### src/hdl/rx_pack_consts.svh
// Bit positions, mode codes, register offsets and reset values of the receive status bus packer.
`ifndef RX_PACK_CONSTS_SVH
`define RX_PACK_CONSTS_SVH
`define BUS_W 16
`define BUS_MSB 15
`define BYTE_MSB 7
`define CODE_MSB 9
`define POS_CTRL 8
`define POS_ERR 9
`define POS_SYNC 10
`define POS_DISP 11
`define POS_PAT 12
`define POS_DEL 13
`define POS_INS 14
`define POS_RDISP 15
`define MODE_W 2
`define MODE_8B10B 2'h0
`define MODE_PIPE 2'h1
`define MODE_SONET 2'h2
`define MODE_TEN 2'h3
`define OFS_CTRL 4'h0
`define OFS_STAT 4'h4
`define OFS_MASK 4'h8
`define OFS_LAST 4'hC
`define EV_W 4
`define EV_ERR 0
`define EV_DISP 1
`define EV_DEL 2
`define EV_INS 3
`define RESP_OKAY 2'h0
`define RESP_SLVERR 2'h2
`define ZERO16 16'h0000
`define ZERO32 32'h0000_0000
`endif

### src/hdl/rx_pack_pkg.sv
// Types shared by the receive status bus packer.
package rx_pack_pkg;
  typedef logic [1:0] rx_mode_t;
  typedef logic [1:0] pipe_status_t;
  typedef logic [15:0] packed_bus_t;
endpackage

### src/hdl/rx_word_if.sv
// Interface carrying one received word and its status from top to packing core.
`timescale 1ns/10ps
`default_nettype none
interface rx_word_if;
  logic [9:0] code;
  logic ctrl;
  logic err;
  logic sync;
  logic disp_err;
  logic pat;
  logic del;
  logic ins;
  logic [1:0] pipe_status;
  logic run_disp;
  logic size_ind;
  logic [1:0] mode;
  logic [15:0] bus;
  modport src (output code, ctrl, err, sync, disp_err, pat, del, ins, pipe_status, run_disp, size_ind, mode,
    input bus);
  modport core (input code, ctrl, err, sync, disp_err, pat, del, ins, pipe_status, run_disp, size_ind, mode,
    output bus);
endinterface
`default_nettype wire

### src/hdl/rx_pack_core.sv
// Combinational packing of one received word into the wide receive bus.
`timescale 1ns/10ps
`default_nettype none
`include "rx_pack_consts.svh"
module rx_pack_core
(
  rx_word_if.core w
);
  import rx_pack_pkg::*;

  always_comb
  begin
    w.bus = `ZERO16;
    unique case (w.mode)
      `MODE_8B10B, `MODE_PIPE:
      begin
        w.bus[`BYTE_MSB:0] = w.code[`BYTE_MSB:0];
        w.bus[`POS_CTRL] = w.ctrl;
        w.bus[`POS_ERR] = w.err;
        w.bus[`POS_SYNC] = w.sync;
        w.bus[`POS_DISP] = w.disp_err;
        w.bus[`POS_PAT] = w.pat;
        if (w.mode == `MODE_PIPE)
        begin
          w.bus[`POS_INS:`POS_DEL] = w.pipe_status;
        end
        else
        begin
          w.bus[`POS_DEL] = w.del;
          w.bus[`POS_INS] = w.ins;
        end
        w.bus[`POS_RDISP] = w.run_disp;
      end
      `MODE_SONET:
      begin
        // Bit 11 is reserved here and stays zero.
        w.bus[`BYTE_MSB:0] = w.code[`BYTE_MSB:0];
        w.bus[`POS_CTRL] = w.size_ind;
        w.bus[`POS_SYNC] = w.sync;
        w.bus[`POS_PAT] = w.pat;
      end
      `MODE_TEN:
      begin
        w.bus[`CODE_MSB:0] = w.code;
        w.bus[`POS_SYNC] = w.sync;
        w.bus[`POS_DISP] = w.disp_err;
        w.bus[`POS_PAT] = w.pat;
        w.bus[`POS_DEL] = w.del;
      end
    endcase
  end
endmodule
`default_nettype wire

### src/hdl/rx_status_bus_packer.sv
// Top of the receive status bus packer with its AXI4-Lite register slave.
//
// Decided for this implementation: the address map and register access over AXI4-Lite.
`timescale 1ns/10ps
`default_nettype none
`include "rx_pack_consts.svh"
module rx_status_bus_packer
(
  // Clock, reset and enable.
  input wire logic sys_clk,
  input wire logic reset_n,
  input wire logic clk_en,
  // Receive word and status from the PCS.
  input wire logic [9:0] rx_code,
  input wire logic rx_ctrl,
  input wire logic rx_err,
  input wire logic rx_sync,
  input wire logic rx_disp_err,
  input wire logic rx_pat,
  input wire logic rx_del,
  input wire logic rx_ins,
  input wire rx_pack_pkg::pipe_status_t rx_pipe_status,
  input wire logic rx_run_disp,
  input wire logic framing_size_indication,
  // Packed bus toward the fabric.
  output logic [15:0] rx_bus,
  // Interrupt.
  output logic irq,
  // AXI4-Lite slave.
  input wire logic [3:0] s_axi_awaddr,
  input wire logic s_axi_awvalid,
  output logic s_axi_awready,
  input wire logic [31:0] s_axi_wdata,
  input wire logic [3:0] s_axi_wstrb,
  input wire logic s_axi_wvalid,
  output logic s_axi_wready,
  output logic [1:0] s_axi_bresp,
  output logic s_axi_bvalid,
  input wire logic s_axi_bready,
  input wire logic [3:0] s_axi_araddr,
  input wire logic s_axi_arvalid,
  output logic s_axi_arready,
  output logic [31:0] s_axi_rdata,
  output logic [1:0] s_axi_rresp,
  output logic s_axi_rvalid,
  input wire logic s_axi_rready
);
  import rx_pack_pkg::*;

  // ****************************************
  // State
  // ****************************************
  typedef struct packed {
    logic [15:0] bus;
    rx_mode_t mode;
    logic [3:0] stat;
    logic [3:0] mask;
    logic irq;
    logic aw_got;
    logic [3:0] aw_addr;
    logic w_got;
    logic [31:0] w_data;
    logic [3:0] w_strb;
    logic awready;
    logic wready;
    logic bvalid;
    logic [1:0] bresp;
    logic arready;
    logic rvalid;
    logic [31:0] rdata;
    logic [1:0] rresp;
  } state_t;

  state_t state_reg;
  state_t state_next;
  logic [3:0] ev;
  logic [3:0] wclr;
  logic do_wr;

  rx_word_if w ();

  assign w.code = rx_code;
  assign w.ctrl = rx_ctrl;
  assign w.err = rx_err;
  assign w.sync = rx_sync;
  assign w.disp_err = rx_disp_err;
  assign w.pat = rx_pat;
  assign w.del = rx_del;
  assign w.ins = rx_ins;
  assign w.pipe_status = rx_pipe_status;
  assign w.run_disp = rx_run_disp;
  assign w.size_ind = framing_size_indication;
  assign w.mode = state_reg.mode;

  rx_pack_core u_core (.w(w));

  // ****************************************
  // Next state
  // ****************************************
  always_comb
  begin
    state_next = state_reg;
    ev = '0;
    wclr = '0;
    do_wr = 1'b0;
    // Events only count where the current mode defines them on the bus.
    ev[`EV_ERR] = rx_err && (state_reg.mode == `MODE_8B10B || state_reg.mode == `MODE_PIPE);
    ev[`EV_DISP] = rx_disp_err && (state_reg.mode != `MODE_SONET);
    ev[`EV_DEL] = rx_del && (state_reg.mode == `MODE_8B10B || state_reg.mode == `MODE_TEN);
    ev[`EV_INS] = rx_ins && (state_reg.mode == `MODE_8B10B);
    state_next.bus = w.bus;

    if (s_axi_awvalid && state_reg.awready)
    begin
      state_next.aw_got = 1'b1;
      state_next.aw_addr = s_axi_awaddr;
      state_next.awready = 1'b0;
    end
    if (s_axi_wvalid && state_reg.wready)
    begin
      state_next.w_got = 1'b1;
      state_next.w_data = s_axi_wdata;
      state_next.w_strb = s_axi_wstrb;
      state_next.wready = 1'b0;
    end
    if (state_reg.aw_got && state_reg.w_got && !state_reg.bvalid)
    begin
      do_wr = 1'b1;
      state_next.aw_got = 1'b0;
      state_next.w_got = 1'b0;
      state_next.bvalid = 1'b1;
      state_next.bresp = `RESP_OKAY;
      unique case (state_reg.aw_addr)
        `OFS_CTRL:
        begin
          if (state_reg.w_strb[0])
          begin
            state_next.mode = state_reg.w_data[`MODE_W-1:0];
          end
        end
        `OFS_STAT:
        begin
          if (state_reg.w_strb[0])
          begin
            wclr = state_reg.w_data[`EV_W-1:0];
          end
        end
        `OFS_MASK:
        begin
          if (state_reg.w_strb[0])
          begin
            state_next.mask = state_reg.w_data[`EV_W-1:0];
          end
        end
        default:
        begin
          state_next.bresp = `RESP_SLVERR;
        end
      endcase
    end
    if (state_reg.bvalid && s_axi_bready)
    begin
      state_next.bvalid = 1'b0;
      state_next.awready = 1'b1;
      state_next.wready = 1'b1;
    end

    // An event in the clearing cycle wins over the clear.
    state_next.stat = (state_reg.stat & ~wclr) | ev;
    state_next.irq = |(state_next.stat & state_next.mask);

    if (s_axi_arvalid && state_reg.arready)
    begin
      state_next.arready = 1'b0;
      state_next.rvalid = 1'b1;
      state_next.rresp = `RESP_OKAY;
      state_next.rdata = `ZERO32;
      unique case (s_axi_araddr)
        `OFS_CTRL: state_next.rdata[`MODE_W-1:0] = state_reg.mode;
        `OFS_STAT: state_next.rdata[`EV_W-1:0] = state_reg.stat;
        `OFS_MASK: state_next.rdata[`EV_W-1:0] = state_reg.mask;
        `OFS_LAST: state_next.rdata[`BUS_MSB:0] = state_reg.bus;
        default: state_next.rresp = `RESP_SLVERR;
      endcase
    end
    if (state_reg.rvalid && s_axi_rready)
    begin
      state_next.rvalid = 1'b0;
      state_next.arready = 1'b1;
    end
  end

  // ****************************************
  // Registers
  // ****************************************
  always_ff @(posedge sys_clk)
  begin
    if (!reset_n)
    begin
      state_reg <= '0;
      state_reg.awready <= 1'b1;
      state_reg.wready <= 1'b1;
      state_reg.arready <= 1'b1;
    end
    else if (clk_en)
    begin
      state_reg <= state_next;
    end
  end

  assign rx_bus = state_reg.bus;
  assign irq = state_reg.irq;
  assign s_axi_awready = state_reg.awready;
  assign s_axi_wready = state_reg.wready;
  assign s_axi_bvalid = state_reg.bvalid;
  assign s_axi_bresp = state_reg.bresp;
  assign s_axi_arready = state_reg.arready;
  assign s_axi_rvalid = state_reg.rvalid;
  assign s_axi_rdata = state_reg.rdata;
  assign s_axi_rresp = state_reg.rresp;

  // ****************************************
  // Checks
  // ****************************************
  a_byte_data: assert property (@(posedge sys_clk) disable iff (!reset_n)
    ($past(clk_en) && $past(state_reg.mode) == `MODE_8B10B) |-> rx_bus[7:0] == $past(rx_code[7:0]))
    else $error("byte lane does not follow code");
  a_ctrl_bit: assert property (@(posedge sys_clk) disable iff (!reset_n)
    ($past(clk_en) && $past(state_reg.mode) == `MODE_8B10B) |-> rx_bus[8] == $past(rx_ctrl))
    else $error("control flag misplaced");
  a_err_bit: assert property (@(posedge sys_clk) disable iff (!reset_n)
    ($past(clk_en) && $past(state_reg.mode) == `MODE_PIPE) |-> rx_bus[9] == $past(rx_err))
    else $error("code violation flag misplaced");
  a_sync_disp: assert property (@(posedge sys_clk) disable iff (!reset_n)
    ($past(clk_en) && $past(state_reg.mode) == `MODE_8B10B) |-> rx_bus[11:10] == $past({rx_disp_err, rx_sync}))
    else $error("sync or disparity flag misplaced");
  a_pat_bit: assert property (@(posedge sys_clk) disable iff (!reset_n)
    ($past(clk_en) && $past(state_reg.mode) != `MODE_SONET) |-> rx_bus[12] == $past(rx_pat))
    else $error("pattern flag misplaced");
  a_rm_bits: assert property (@(posedge sys_clk) disable iff (!reset_n)
    ($past(clk_en) && $past(state_reg.mode) == `MODE_8B10B) |-> rx_bus[14:13] == $past({rx_ins, rx_del}))
    else $error("rate match flags misplaced");
  a_pipe_stat: assert property (@(posedge sys_clk) disable iff (!reset_n)
    ($past(clk_en) && $past(state_reg.mode) == `MODE_PIPE) |-> rx_bus[14:13] == $past(rx_pipe_status))
    else $error("pipe status misplaced");
  a_run_disp: assert property (@(posedge sys_clk) disable iff (!reset_n)
    ($past(clk_en) && $past(state_reg.mode) == `MODE_PIPE) |-> rx_bus[15] == $past(rx_run_disp))
    else $error("running disparity misplaced");
  a_sonet_map: assert property (@(posedge sys_clk) disable iff (!reset_n)
    ($past(clk_en) && $past(state_reg.mode) == `MODE_SONET)
    |-> rx_bus[8] == $past(framing_size_indication) && rx_bus[11] == 1'b0 && rx_bus[15:13] == 3'h0)
    else $error("sonet layout wrong");
  a_ten_map: assert property (@(posedge sys_clk) disable iff (!reset_n)
    ($past(clk_en) && $past(state_reg.mode) == `MODE_TEN)
    |-> rx_bus[9:0] == $past(rx_code) && rx_bus[13] == $past(rx_del) && rx_bus[15:14] == 2'h0)
    else $error("ten bit layout wrong");
  a_irq_level: assert property (@(posedge sys_clk) disable iff (!reset_n)
    irq == |(state_reg.stat & state_reg.mask))
    else $error("interrupt out of step with status");
  a_err_byte: assert property (@(posedge sys_clk) disable iff (!reset_n)
    ($past(clk_en) && $past(state_reg.mode) == `MODE_8B10B) |-> rx_bus[`POS_ERR] == $past(rx_err))
    else $error("code violation flag misplaced in byte mode");
  a_disp_run: assert property (@(posedge sys_clk) disable iff (!reset_n)
    ($past(clk_en) && $past(state_reg.mode) == `MODE_8B10B) |-> rx_bus[`POS_RDISP] == $past(rx_run_disp))
    else $error("running disparity misplaced in byte mode");
  a_pipe_low: assert property (@(posedge sys_clk) disable iff (!reset_n)
    ($past(clk_en) && $past(state_reg.mode) == `MODE_PIPE)
    |-> rx_bus[`POS_PAT:0] == $past({rx_pat, rx_disp_err, rx_sync, rx_err, rx_ctrl, rx_code[`BYTE_MSB:0]}))
    else $error("pipe mode low flags misplaced");
  a_sonet_byte: assert property (@(posedge sys_clk) disable iff (!reset_n)
    ($past(clk_en) && $past(state_reg.mode) == `MODE_SONET) |-> rx_bus[`BYTE_MSB:0] == $past(rx_code[`BYTE_MSB:0]))
    else $error("sonet byte misplaced");
  a_sonet_flags: assert property (@(posedge sys_clk) disable iff (!reset_n)
    ($past(clk_en) && $past(state_reg.mode) == `MODE_SONET)
    |-> rx_bus[`POS_SYNC] == $past(rx_sync) && rx_bus[`POS_PAT] == $past(rx_pat) && rx_bus[`POS_ERR] == 1'b0)
    else $error("sonet flags misplaced");
  a_ten_flags: assert property (@(posedge sys_clk) disable iff (!reset_n)
    ($past(clk_en) && $past(state_reg.mode) == `MODE_TEN) |-> rx_bus[`POS_PAT:`POS_SYNC] == $past({rx_pat, rx_disp_err, rx_sync}))
    else $error("ten bit flags misplaced");
  a_sync_any: assert property (@(posedge sys_clk) disable iff (!reset_n)
    ($past(clk_en) && $past(reset_n)) |-> rx_bus[`POS_SYNC] == $past(rx_sync))
    else $error("sync status misplaced");

  // ****************************************
  // Register slave checks
  // ****************************************
  a_reset_idle: assert property (@(posedge sys_clk)
    !reset_n |=> rx_bus == `ZERO16 && !irq && !s_axi_bvalid && !s_axi_rvalid && s_axi_awready && s_axi_arready)
    else $error("state not cleared by reset");
  // A frozen slave must not drop a pending answer, or the master would miss it.
  a_freeze: assert property (@(posedge sys_clk) disable iff (!reset_n)
    ($past(reset_n) && !$past(clk_en))
    |-> $stable(rx_bus) && $stable(irq) && $stable(s_axi_bvalid) && $stable(s_axi_rvalid))
    else $error("state moved while enable low");
  a_bvalid_hold: assert property (@(posedge sys_clk) disable iff (!reset_n)
    s_axi_bvalid && !s_axi_bready |=> s_axi_bvalid && $stable(s_axi_bresp))
    else $error("write response dropped early");
  a_rvalid_hold: assert property (@(posedge sys_clk) disable iff (!reset_n)
    s_axi_rvalid && !s_axi_rready |=> s_axi_rvalid && $stable(s_axi_rdata) && $stable(s_axi_rresp))
    else $error("read data dropped early");
  a_wr_once: assert property (@(posedge sys_clk) disable iff (!reset_n)
    ($past(clk_en) && $past(s_axi_bvalid && s_axi_bready)) |-> !s_axi_bvalid && s_axi_awready && s_axi_wready)
    else $error("write response not closed");
  a_rd_once: assert property (@(posedge sys_clk) disable iff (!reset_n)
    ($past(clk_en) && $past(s_axi_rvalid && s_axi_rready)) |-> !s_axi_rvalid && s_axi_arready)
    else $error("read response not closed");
  a_ar_taken: assert property (@(posedge sys_clk) disable iff (!reset_n)
    ($past(reset_n) && $past(clk_en) && $past(s_axi_arvalid && s_axi_arready)) |-> s_axi_rvalid && !s_axi_arready)
    else $error("read address not answered");

  // ****************************************
  // Status checks
  // ****************************************
  a_err_sticky: assert property (@(posedge sys_clk) disable iff (!reset_n)
    ($past(clk_en) && $past(rx_err) && $past(state_reg.mode) == `MODE_8B10B) |-> state_reg.stat[`EV_ERR])
    else $error("code violation not recorded");
  a_disp_sticky: assert property (@(posedge sys_clk) disable iff (!reset_n)
    ($past(clk_en) && $past(rx_disp_err) && $past(state_reg.mode) != `MODE_SONET) |-> state_reg.stat[`EV_DISP])
    else $error("disparity error not recorded");
  a_ins_sticky: assert property (@(posedge sys_clk) disable iff (!reset_n)
    ($past(clk_en) && $past(rx_ins) && $past(state_reg.mode) == `MODE_8B10B) |-> state_reg.stat[`EV_INS])
    else $error("insertion not recorded");
  a_stat_hold: assert property (@(posedge sys_clk) disable iff (!reset_n)
    ($past(reset_n) && !$past(do_wr)) |-> (state_reg.stat & $past(state_reg.stat)) == $past(state_reg.stat))
    else $error("status bit lost without a write");
  a_irq_masked: assert property (@(posedge sys_clk) disable iff (!reset_n)
    state_reg.mask == '0 |-> !irq)
    else $error("interrupt while fully masked");
endmodule
`default_nettype wire

### config.mk
export PLATFORM = sky130hd
export DESIGN_NAME = rx_status_bus_packer
export DESIGN_NICKNAME = d
export VERILOG_FILES = /design/src/hdl/rx_pack_pkg.sv /design/src/hdl/rx_word_if.sv /design/src/hdl/rx_pack_core.sv /design/src/hdl/rx_status_bus_packer.sv
export VERILOG_INCLUDE_DIRS = /design/src /design/src/hdl
export SDC_FILE = /design/constraint.sdc
export NUM_CORES = 1
export LEC_CHECK = 0
export BUFFER_PORTS_ARGS = -buffer_cell sky130_fd_sc_hd__buf_4
export CORE_MARGIN = 2
export CORE_UTILIZATION = 52
export CTS_CLUSTER_SIZE = 25
export DETAILED_ROUTE_END_ITERATION = 8
export PLACE_DENSITY_LB_ADDON = 0.3
export SLEW_MARGIN = 0
export SYNTH_ARGS = -nofsm -noshare
export SYNTH_HDL_FRONTEND = slang
export SYNTH_SLANG_ARGS = --single-unit
### constraint.sdc
create_clock -name sys_clk -period 3.5 [get_ports sys_clk]
set_input_delay 0.175 -clock sys_clk [delete_from_list [all_inputs] [get_ports sys_clk]]
set_output_delay 0.175 -clock sys_clk [all_outputs]
set_load 0.01 [all_outputs]
==> results of run 1 <==
layer usage:
metal  vias up  part of all wire  GRT usage
met5         -                 0          0
met2        81              0.47      0.306
met1      1022              0.44      0.229
met4         0             0.024      0.108
met3        14             0.062     0.0467
li1       1121                 -          -
tightest hold or removal path: stages:
cell,delay [ps]
buf_4,80
mux2i_1,50
nor2b_1,90
worst max-delay path by stage:
| stage | slack (ps) | endpoint | cells past startpoint | from |
|---|---|---|---|---|
| 5_1_grt | 1650 | s_axi_rdata[0]$_SDFFE_PN0P_ | 4 | s_axi_arready$_SDFFE_PN1P_ |
| 2_1_floorplan | 1990 | irq$_SDFFE_PN0P_ | 5 | s_axi_bvalid$_SDFFE_PN0P_ |
| 3_5_place_dp | 1480 | s_axi_rdata[4]$_SDFFE_PN0P_ | 6 | clk_en |
| 4_1_cts | 1830 | s_axi_rdata[4]$_SDFFE_PN0P_ | 5 | s_axi_arready$_SDFFE_PN1P_ |
| 6_report | 1800 | s_axi_rdata[4]$_SDFFE_PN0P_ | 6 | clk_en |
| 3_3_place_gp | 1500 | s_axi_rdata[0]$_SDFFE_PN0P_ | 5 | clk_en |
stage by stage:
stage	power (mW)	area (um^2)
2_1_floorplan	0.886	3140
3_3_place_gp	0.932	3390
3_5_place_dp	0.936	3390
4_1_cts	1.44	3540
5_1_grt	1.49	3540
6_report	1.42	3540
cell families (layout without fill, tap and decap cells):
family | after synthesis | in the layout
multiplexers | 35 | 35
AND/OR/NAND/NOR | 88 | 88
buffers and inverters | 73 | 101
adder cells (fa/ha/maj) | 4 | 4
flip-flops | 61 | 61
other | 1 | 18
AO/OA/AOI/OAI | 56 | 56
where the power goes:
| group | switching [mW] | internal [mW] | leakage [nW] |
|---|---|---|---|
| sequential | 0.0233 | 0.722 | 0.499 |
| clock | 0.244 | 0.260 | 0.0836 |
| combinational | 0.0818 | 0.0926 | 0.996 |
final cells by class:
cell class                      instances  area (um^2)
Clock buffer                           10          138
Clock inverter                          3         15.0
Fill cell                             531         2270
Inverter                                6         22.5
Multi-Input combinational cell        201         1440
Sequential cell                        61         1220
Tap cell                               75         93.8
Timing Repair Buffer                   82          616
cells in the final DEF, fill, tap and decap left out, types with 3 or more instances in the layout:
cell type | netlist | routed
conb_1 | 1 | 18
nand2_1 | 15 | 15
inv_1 | 6 | 6
clkinv_2 | 0 | 3
nor2_1 | 3 | 3
a22oi_1 | 18 | 18
o21ai_0 | 7 | 7
ha_1 | 4 | 4
a21oi_1 | 10 | 10
nand3_1 | 7 | 7
mux2_2 | 4 | 4
mux2i_1 | 29 | 29
nor2b_1 | 50 | 50
dfxtp_1 | 61 | 61
buf_4 | 52 | 82
a21o_1 | 3 | 3
clkbuf_8 | 0 | 10
a21boi_0 | 5 | 5
==> metrics, run 1 <==
nets@finish=438; Sink Count=61; R2R Path End=s_axi_rdata[4]$_SDFFE_PN0P_; # DRC=0; Top Ports=131; n_diodes=0; final hold violation count=0; Hold Slack=97.7 ps; synthesis-stage register bit count=61; Arrival @ worst endpoint=1970 ps; number of routed nets with antenna violations=0; die width=81.0 um; most numerous cell in the Yosys netlist=dfxtp_1; Synth area leaders=dfxtp_1, buf_4, nor2b_1; Post-synth ARST share=0; most used cell, CP=buf_4; synthesized instance count=318; fraction of layout cells with a size suffix above 1=0.298; CP Capture Type=flip-flop; setup TNS=0 ps; count of yosys warnings during synthesis=0; Tcrit/Tclk final=0.487; Worst Hold Endpoint=state_reg[79]$_SDFFE_PN0P_; Root Driver=clkbuf_8; wire length of the first global-routing pass=9330 um; all-layer global routing usage=0.189; top_reg_cell synth=dfxtp_1; Resized cells post-CTS=0; initial DRC count=75; Max-slew headroom=0.634; Setup CP Type=in2reg; Synth top area share=0.397; fin util=0.609; unrepaired setup endpoints after global routing=false; H-tree depth=3; top cells by count, synth=dfxtp_1, buf_4, nor2b_1, mux2i_1, a22oi_1; IO buf count=81; worst clock skew=3.85 ps; final wirelength=6110 um; hpwl dp=4370 um; vias in the first global route=2047; largest fanout on the critical path=44; final setup margin=1800 ps; post-synthesis compound-gate area fraction=0.130; crit-path max cell delay=490 ps; max FFs per register=19; simple-gate portion of the synthesized area=0.175; Setup-failing EPs final=0; Vias=2238; cell taking the most area after synthesis=dfxtp_1; Seq/Total Area, Yosys=0.397; Vert. Die Dim=81.0 um; max-slew violation count=0; crit start category=input port; initial antenna violation count=0; xor and xnor area share after synthesis=0; PD cells=402 nW/um^2; delay-heaviest family, CP=simple AND/OR/NAND/NOR gates; non-filler instance count after layout=438; Clock Latency Late Sink=330 ps; drt via density=5.11; Hold WC Path Type=in2reg; hold_sp=s_axi_awaddr[1]; Syn Std Cell Area=3080 um^2; placed insts=425; CP bufs+invs=2; Tmin final=1700 ps; TritonCTS clock tree=done; measured slew at the worst slew-check pin=545 ps; row cnt=28; drt wl/cell=13.9 um; die area=6550 um^2; Yosys cell types=43; CTS Buf Count=9; Pre-Repair DR Iteration Count=4; dpl ws=1480 ps; initial core utilization=0.529; Max VDD drop=0.248 mV; LEAKAGE=1.58 nW; critical path required time=3760 ps; total of max-cap violations=0; CP max-delay cell=nand3_2; gpl congestion=0.834; Post-synth EDFFs=0; largest net degree at the start of global routing=59; Core Region=5820 um^2; post-synthesis mux area share=0.124; Adder-Cell Fraction of Synth Area=0.0163; Max Fclk=587 MHz; post-CTS setup buffers=0; Mean Syn Cell Area=9.68 um^2; FF-to-FF path depth=5; largest family of logic cells by synthesized area=simple AND/OR/NAND/NOR gates; crit-path cells=buf_4 > nand3_2 > nor4_2 > buf_4 > a22oi_1 > nor2b_1; clock tree buffer depth=2; P&R area growth vs syn=15.1%; total global routing overflow=0; worst reg-to-reg setup slack=1810 ps; outcome=finished clean; hold path cells=3; Hold Buf Count CTS=0; Clock transition at path regs=60 ps; worst r2r src=s_axi_arready$_SDFFE_PN1P_
No activity file was read; power rests on OpenSTA's default activity.
==> inputs of run 2 (changes only) <==
- CORE_UTILIZATION: 52 -> 48
- clock period: 3.5 -> 1.75 ns (I/O delays scaled with it)
==> run 2 against run 1 <==
Net effect: utilization shrank 2.9 points; clock power rose by 120%; critical path depth is the same; wire length is 2.4% higher; first-iteration DRC count shrank 8.0%; sequential share of layout area decreased by 0.92 points; hold slack worse by 88 ps; clock skew up 3.6 ps; non-clock buffer count rose by 8; critical endpoint is now irq$_SDFFE_PN0P_; highest routed layer unchanged.
==> metrics, run 2 (synthesis gave the netlist of run 1 again) <==
outcome=finished clean; crit start category=flip-flop; combinational power share=0.121; critical path required time=2010 ps; non-filler instance count after layout=450; Reg power frac=0.500; most common cell after layout, fill and taps aside=buf_4; met2 GRT Util=0.281; wire length of the first global-routing pass=10100 um; number of routed nets with antenna violations=0; vias in the first global route=2153; n_diodes=0; max-slew violation count=0; Clock Latency Late Sink=330 ps; initial DRC count=69; all-layer global routing usage=0.179; die width=84.1 um; P&R area growth vs syn=18.2%; total of max-cap violations=0; placed insts=430; Tmin final=1590 ps; initial core utilization=0.491; Arrival @ worst endpoint=1850 ps; final hold violation count=0; Sink Count=61; CTS Buf Count=9; most frequent cells in the layout=buf_4, dfxtp_1, nor2b_1; Global Route met3 Usage=0.0445; Setup-failing EPs final=0; Max VDD drop=0.455 mV; max FFs per register=19; Clock Power Share=0.378; setup TNS=0 ps; largest net degree at the start of global routing=59; unrepaired setup endpoints after global routing=false; Resized cells post-CTS=0; Tcrit/Tclk final=0.908; gpl congestion=0.832; row cnt=29; drt via density=5.07; IO buf count=81; Net Switching=0.719 mW; hpwl dp=4520 um; dpl ws=141 ps; Max Fclk=629 MHz; Pre-Repair DR Iteration Count=5; Hold WC Path Type=in2reg; Hold Slack=9.41 ps; fraction of layout cells with a size suffix above 1=0.300; Setup CP Type=reg2reg; final wirelength=6260 um; die area=7070 um^2; met1 Use GR=0.229; measured slew at the worst slew-check pin=530 ps; Most Crowded Layer GR=met2; total global routing overflow=0; Power Internal=2.26 mW; switch share=0.241; drt wl/cell=13.9 um; Vert. Die Dim=84.1 um; Core Region=6280 um^2; worst clock skew=7.47 ps; LEAKAGE=1.62 nW; Top Ports=131; Vias=2280; initial antenna violation count=0; Root Driver=clkbuf_8; nets@finish=446; # DRC=0; Clock transition at path regs=70 ps; clock tree buffer depth=2; Max-slew headroom=0.644; final setup margin=161 ps; CP Capture Type=flip-flop; TritonCTS clock tree=done; largest fanout on the critical path=5; H-tree depth=3; PD cells=818 nW/um^2; fin util=0.580
==> run 2: cell count changes in the layout (fill, tap and decap cells not counted) <==
cell / previous run / this run
buf_4: 82 / 86
clkbuf_8: 10 / 12
clkbuf_1: 0 / 2
dlygate4sd3_1: 0 / 4
clkinv_2: 3 / 1
==> run 2: worst paths after layout <==
path | from | to | depth (start not counted) | slack (ps)
min reg2reg | state_reg[77]$_SDFFE_PN0P_ | state_reg[77]$_SDFFE_PN0P_ | 2 | 460
max | s_axi_bvalid$_SDFFE_PN0P_ | irq$_SDFFE_PN0P_ | 6 | 160
min | s_axi_awaddr[0] | state_reg[78]$_SDFFE_PN0P_ | 3 | 9
max reg2reg | s_axi_bvalid$_SDFFE_PN0P_ | irq$_SDFFE_PN0P_ | 6 | 160
==> run 2: repair_timing <==
action / in CTS / in global routing
setup buffers: 0 / 1
hold buffers: 4 / 0
endpoints found under the setup margin: 0 / 1
hold endpoints to repair: 4 / 0
==> run 2: area by class of cell <==
class	count	area (um^2)
fill	578	2640
multi-input combinational	201	1440
sequential	61	1220
timing repair buffer	90	686
clock buffer	14	173
tap	77	96.3
inverter	6	22.5
clock inverter	1	5.00
==> run 2: per-layer routing <==
metal | vias up | routed length [um]
li1 | 1138 | -
met1 | 1047 | 2800
met2 | 81 | 2910
met3 | 14 | 393
met4 | 0 | 158
met5 | - | 0
==> run 2: power by group through the flow <==
stage | Sequential, mW | Combinational, mW | Clock (mW)
after detailed placement | 1.52 | 0.356 | 0
final | 1.49 | 0.361 | 1.13
after CTS | 1.49 | 0.364 | 1.16
after global placement | 1.52 | 0.351 | 0
after global routing | 1.50 | 0.396 | 1.21
after floorplan | 1.51 | 0.260 | 0
==> run 2: worst max-delay path: stages (launching register included) <==
cell and delay [ps]:
dfxtp_1 340, and3b_1 300, nand4b_1 120, buf_4 180, mux2i_1 120, a311o_1 290, a41oi_2 170
==> run 2: per-stage QoR <==
step / cell area (um^2) / power [mW]
floorplan: 3140 / 1.77
global placement: 3420 / 1.87
detailed placement: 3420 / 1.88
CTS: 3630 / 3.01
global route: 3640 / 3.10
finish: 3640 / 2.98
==> inputs of run 3 (changes only) <==
- PLACE_DENSITY: unset -> 0.8
- PLACE_DENSITY_LB_ADDON: 0.3 -> unset
- RECOVER_POWER: unset -> 50
==> run 3 against run 2 <==
Net effect: global-route usage hardly changed; hold slack got worse by 3.1 ps; non-clock buffer count is 1 higher; register-to-register slack worse by 30 ps; via count is 0.88% lower; worst setup slack worse by 28 ps; combinational power down 5%; flip-flop and latch count unchanged; wire length barely moved; final cell count rose by 0.44%; sequential share of layout area grew 1.0 points.
==> metrics, run 3 (synthesis gave the netlist of run 1 again) <==
setup TNS=0 ps; Clock Power Share=0.406; Setup-failing EPs final=0; post-CTS setup buffers=0; Resized cells post-CTS=0; Power Internal=2.31 mW; Setup crit start=s_axi_bvalid$_SDFFE_PN0P_; total global routing overflow=0; Vert. Die Dim=84.1 um; DRT met1 WL=2900 um; Arrival @ worst endpoint=1880 ps; Vias=2260; final wirelength=6250 um; IO buf count=81; dpl ws=166 ps; number of routed nets with antenna violations=0; Sink Count=61; met3 wire len=335 um; hold_sp=s_axi_wstrb[0]; gpl congestion=0.807; wire length of the first global-routing pass=10100 um; n_diodes=0; most common cell after layout, fill and taps aside=dfxtp_1; DR WL met2=2950 um; Max-slew headroom=0.324; largest net degree at the start of global routing=59; CTS Buf Count=9; Hold WC Path Type=in2reg; max FFs per register=19; final setup margin=132 ps; CP Capture Type=flip-flop; Reg power frac=0.483; Final Power=3.09 mW; all-layer global routing usage=0.179; critical path required time=2010 ps; Clock Latency Late Sink=340 ps; max layer used=met4; hpwl dp=4310 um; PD cells=873 nW/um^2; initial antenna violation count=0; row cnt=29; Top Ports=131; Root Driver=clkbuf_8; Clock transition at path regs=70 ps; Hold Slack=6.31 ps; vias in the first global route=2160; drt via density=5.00; crit start category=flip-flop; drt wl/cell=13.8 um; die width=84.1 um; fin util=0.563; worst r2r src=s_axi_bvalid$_SDFFE_PN0P_; Max Fclk=618 MHz; Tcrit/Tclk final=0.924; total of max-cap violations=0; combinational power share=0.111; switch share=0.252; largest fanout on the critical path=5; outcome=finished clean; final hold violation count=0; LEAKAGE=1.47 nW; # DRC=0; Pre-Repair DR Iteration Count=4; fraction of layout cells with a size suffix above 1=0.200; Net Switching=0.778 mW; die area=7070 um^2; Max VDD drop=0.525 mV; P&R area growth vs syn=14.8%; H-tree depth=3; Core Region=6280 um^2; filler cell count=602; Setup CP Type=reg2reg; most frequent cells in the layout=dfxtp_1, nor2b_1, buf_4; Tmin final=1620 ps; unrepaired setup endpoints after global routing=false; TritonCTS clock tree=done; worst clock skew=5.71 ps; nets@finish=447; clock tree buffer depth=2; max-slew violation count=0; worst reg-to-reg setup slack=130 ps; measured slew at the worst slew-check pin=1010 ps; initial core utilization=0.491; Hold Buf Count CTS=7; initial DRC count=93
## run 3: changes by cell type in the layout (fill, tap and decap cells not counted), sizes merged
cell         before  now
buf              86   45
clkbuf           14   49
clkinvlp          0    3
dlygate4sd3       4    7
bufinv            0    1
clkinv            1    2
## run 3: area by class of cell
type | count | area, um^2 | share of cell area
Sequential cell | 61 | 1220 | 0.346
Inverter | 6 | 22.5 | 0.00637
Tap cell | 77 | 96.3 | 0.0273
Timing Repair Buffer | 91 | 556 | 0.157
Clock inverter | 6 | 62.6 | 0.0177
Multi-Input combinational cell | 201 | 1440 | 0.407
Clock buffer | 10 | 138 | 0.0390
## run 3: final timing paths
kind,to,cells past startpoint
max,irq$_SDFFE_PN0P_,5
min,state_reg[41]$_SDFFE_PN0P_,3
max reg2reg,irq$_SDFFE_PN0P_,5
min reg2reg,s_axi_rvalid$_SDFFE_PN0P_,2
## run 3: per-layer routing
metal | vias up | global-route usage
li1 | 1133 | -
met1 | 1053 | 0.224
met2 | 67 | 0.293
met3 | 7 | 0.0396
met4 | 0 | 0.0792
met5 | - | 0
## run 3: power by group through the flow
stage / clock [mW] / sequential, mW / combinational [mW]
detailed placement: 0 / 1.52 / 0.355
global route: 1.36 / 1.50 / 0.375
CTS: 1.29 / 1.49 / 0.368
finish: 1.25 / 1.49 / 0.343
global placement: 0 / 1.52 / 0.347
floorplan: 0 / 1.51 / 0.260
## run 3: critical path, stage by stage (launching register included)
cell and delay [ps]:
dfxtp_1 350, and3b_1 290, nand4b_1 250, mux2i_1 190, a311o_1 290, a41oi_2 170
## run 3: stage by stage
step,instance area [um^2],instances
5_1_grt,3530,452
2_1_floorplan,3140,335
3_5_place_dp,3410,429
3_3_place_gp,3410,429
6_report,3530,452
4_1_cts,3680,452
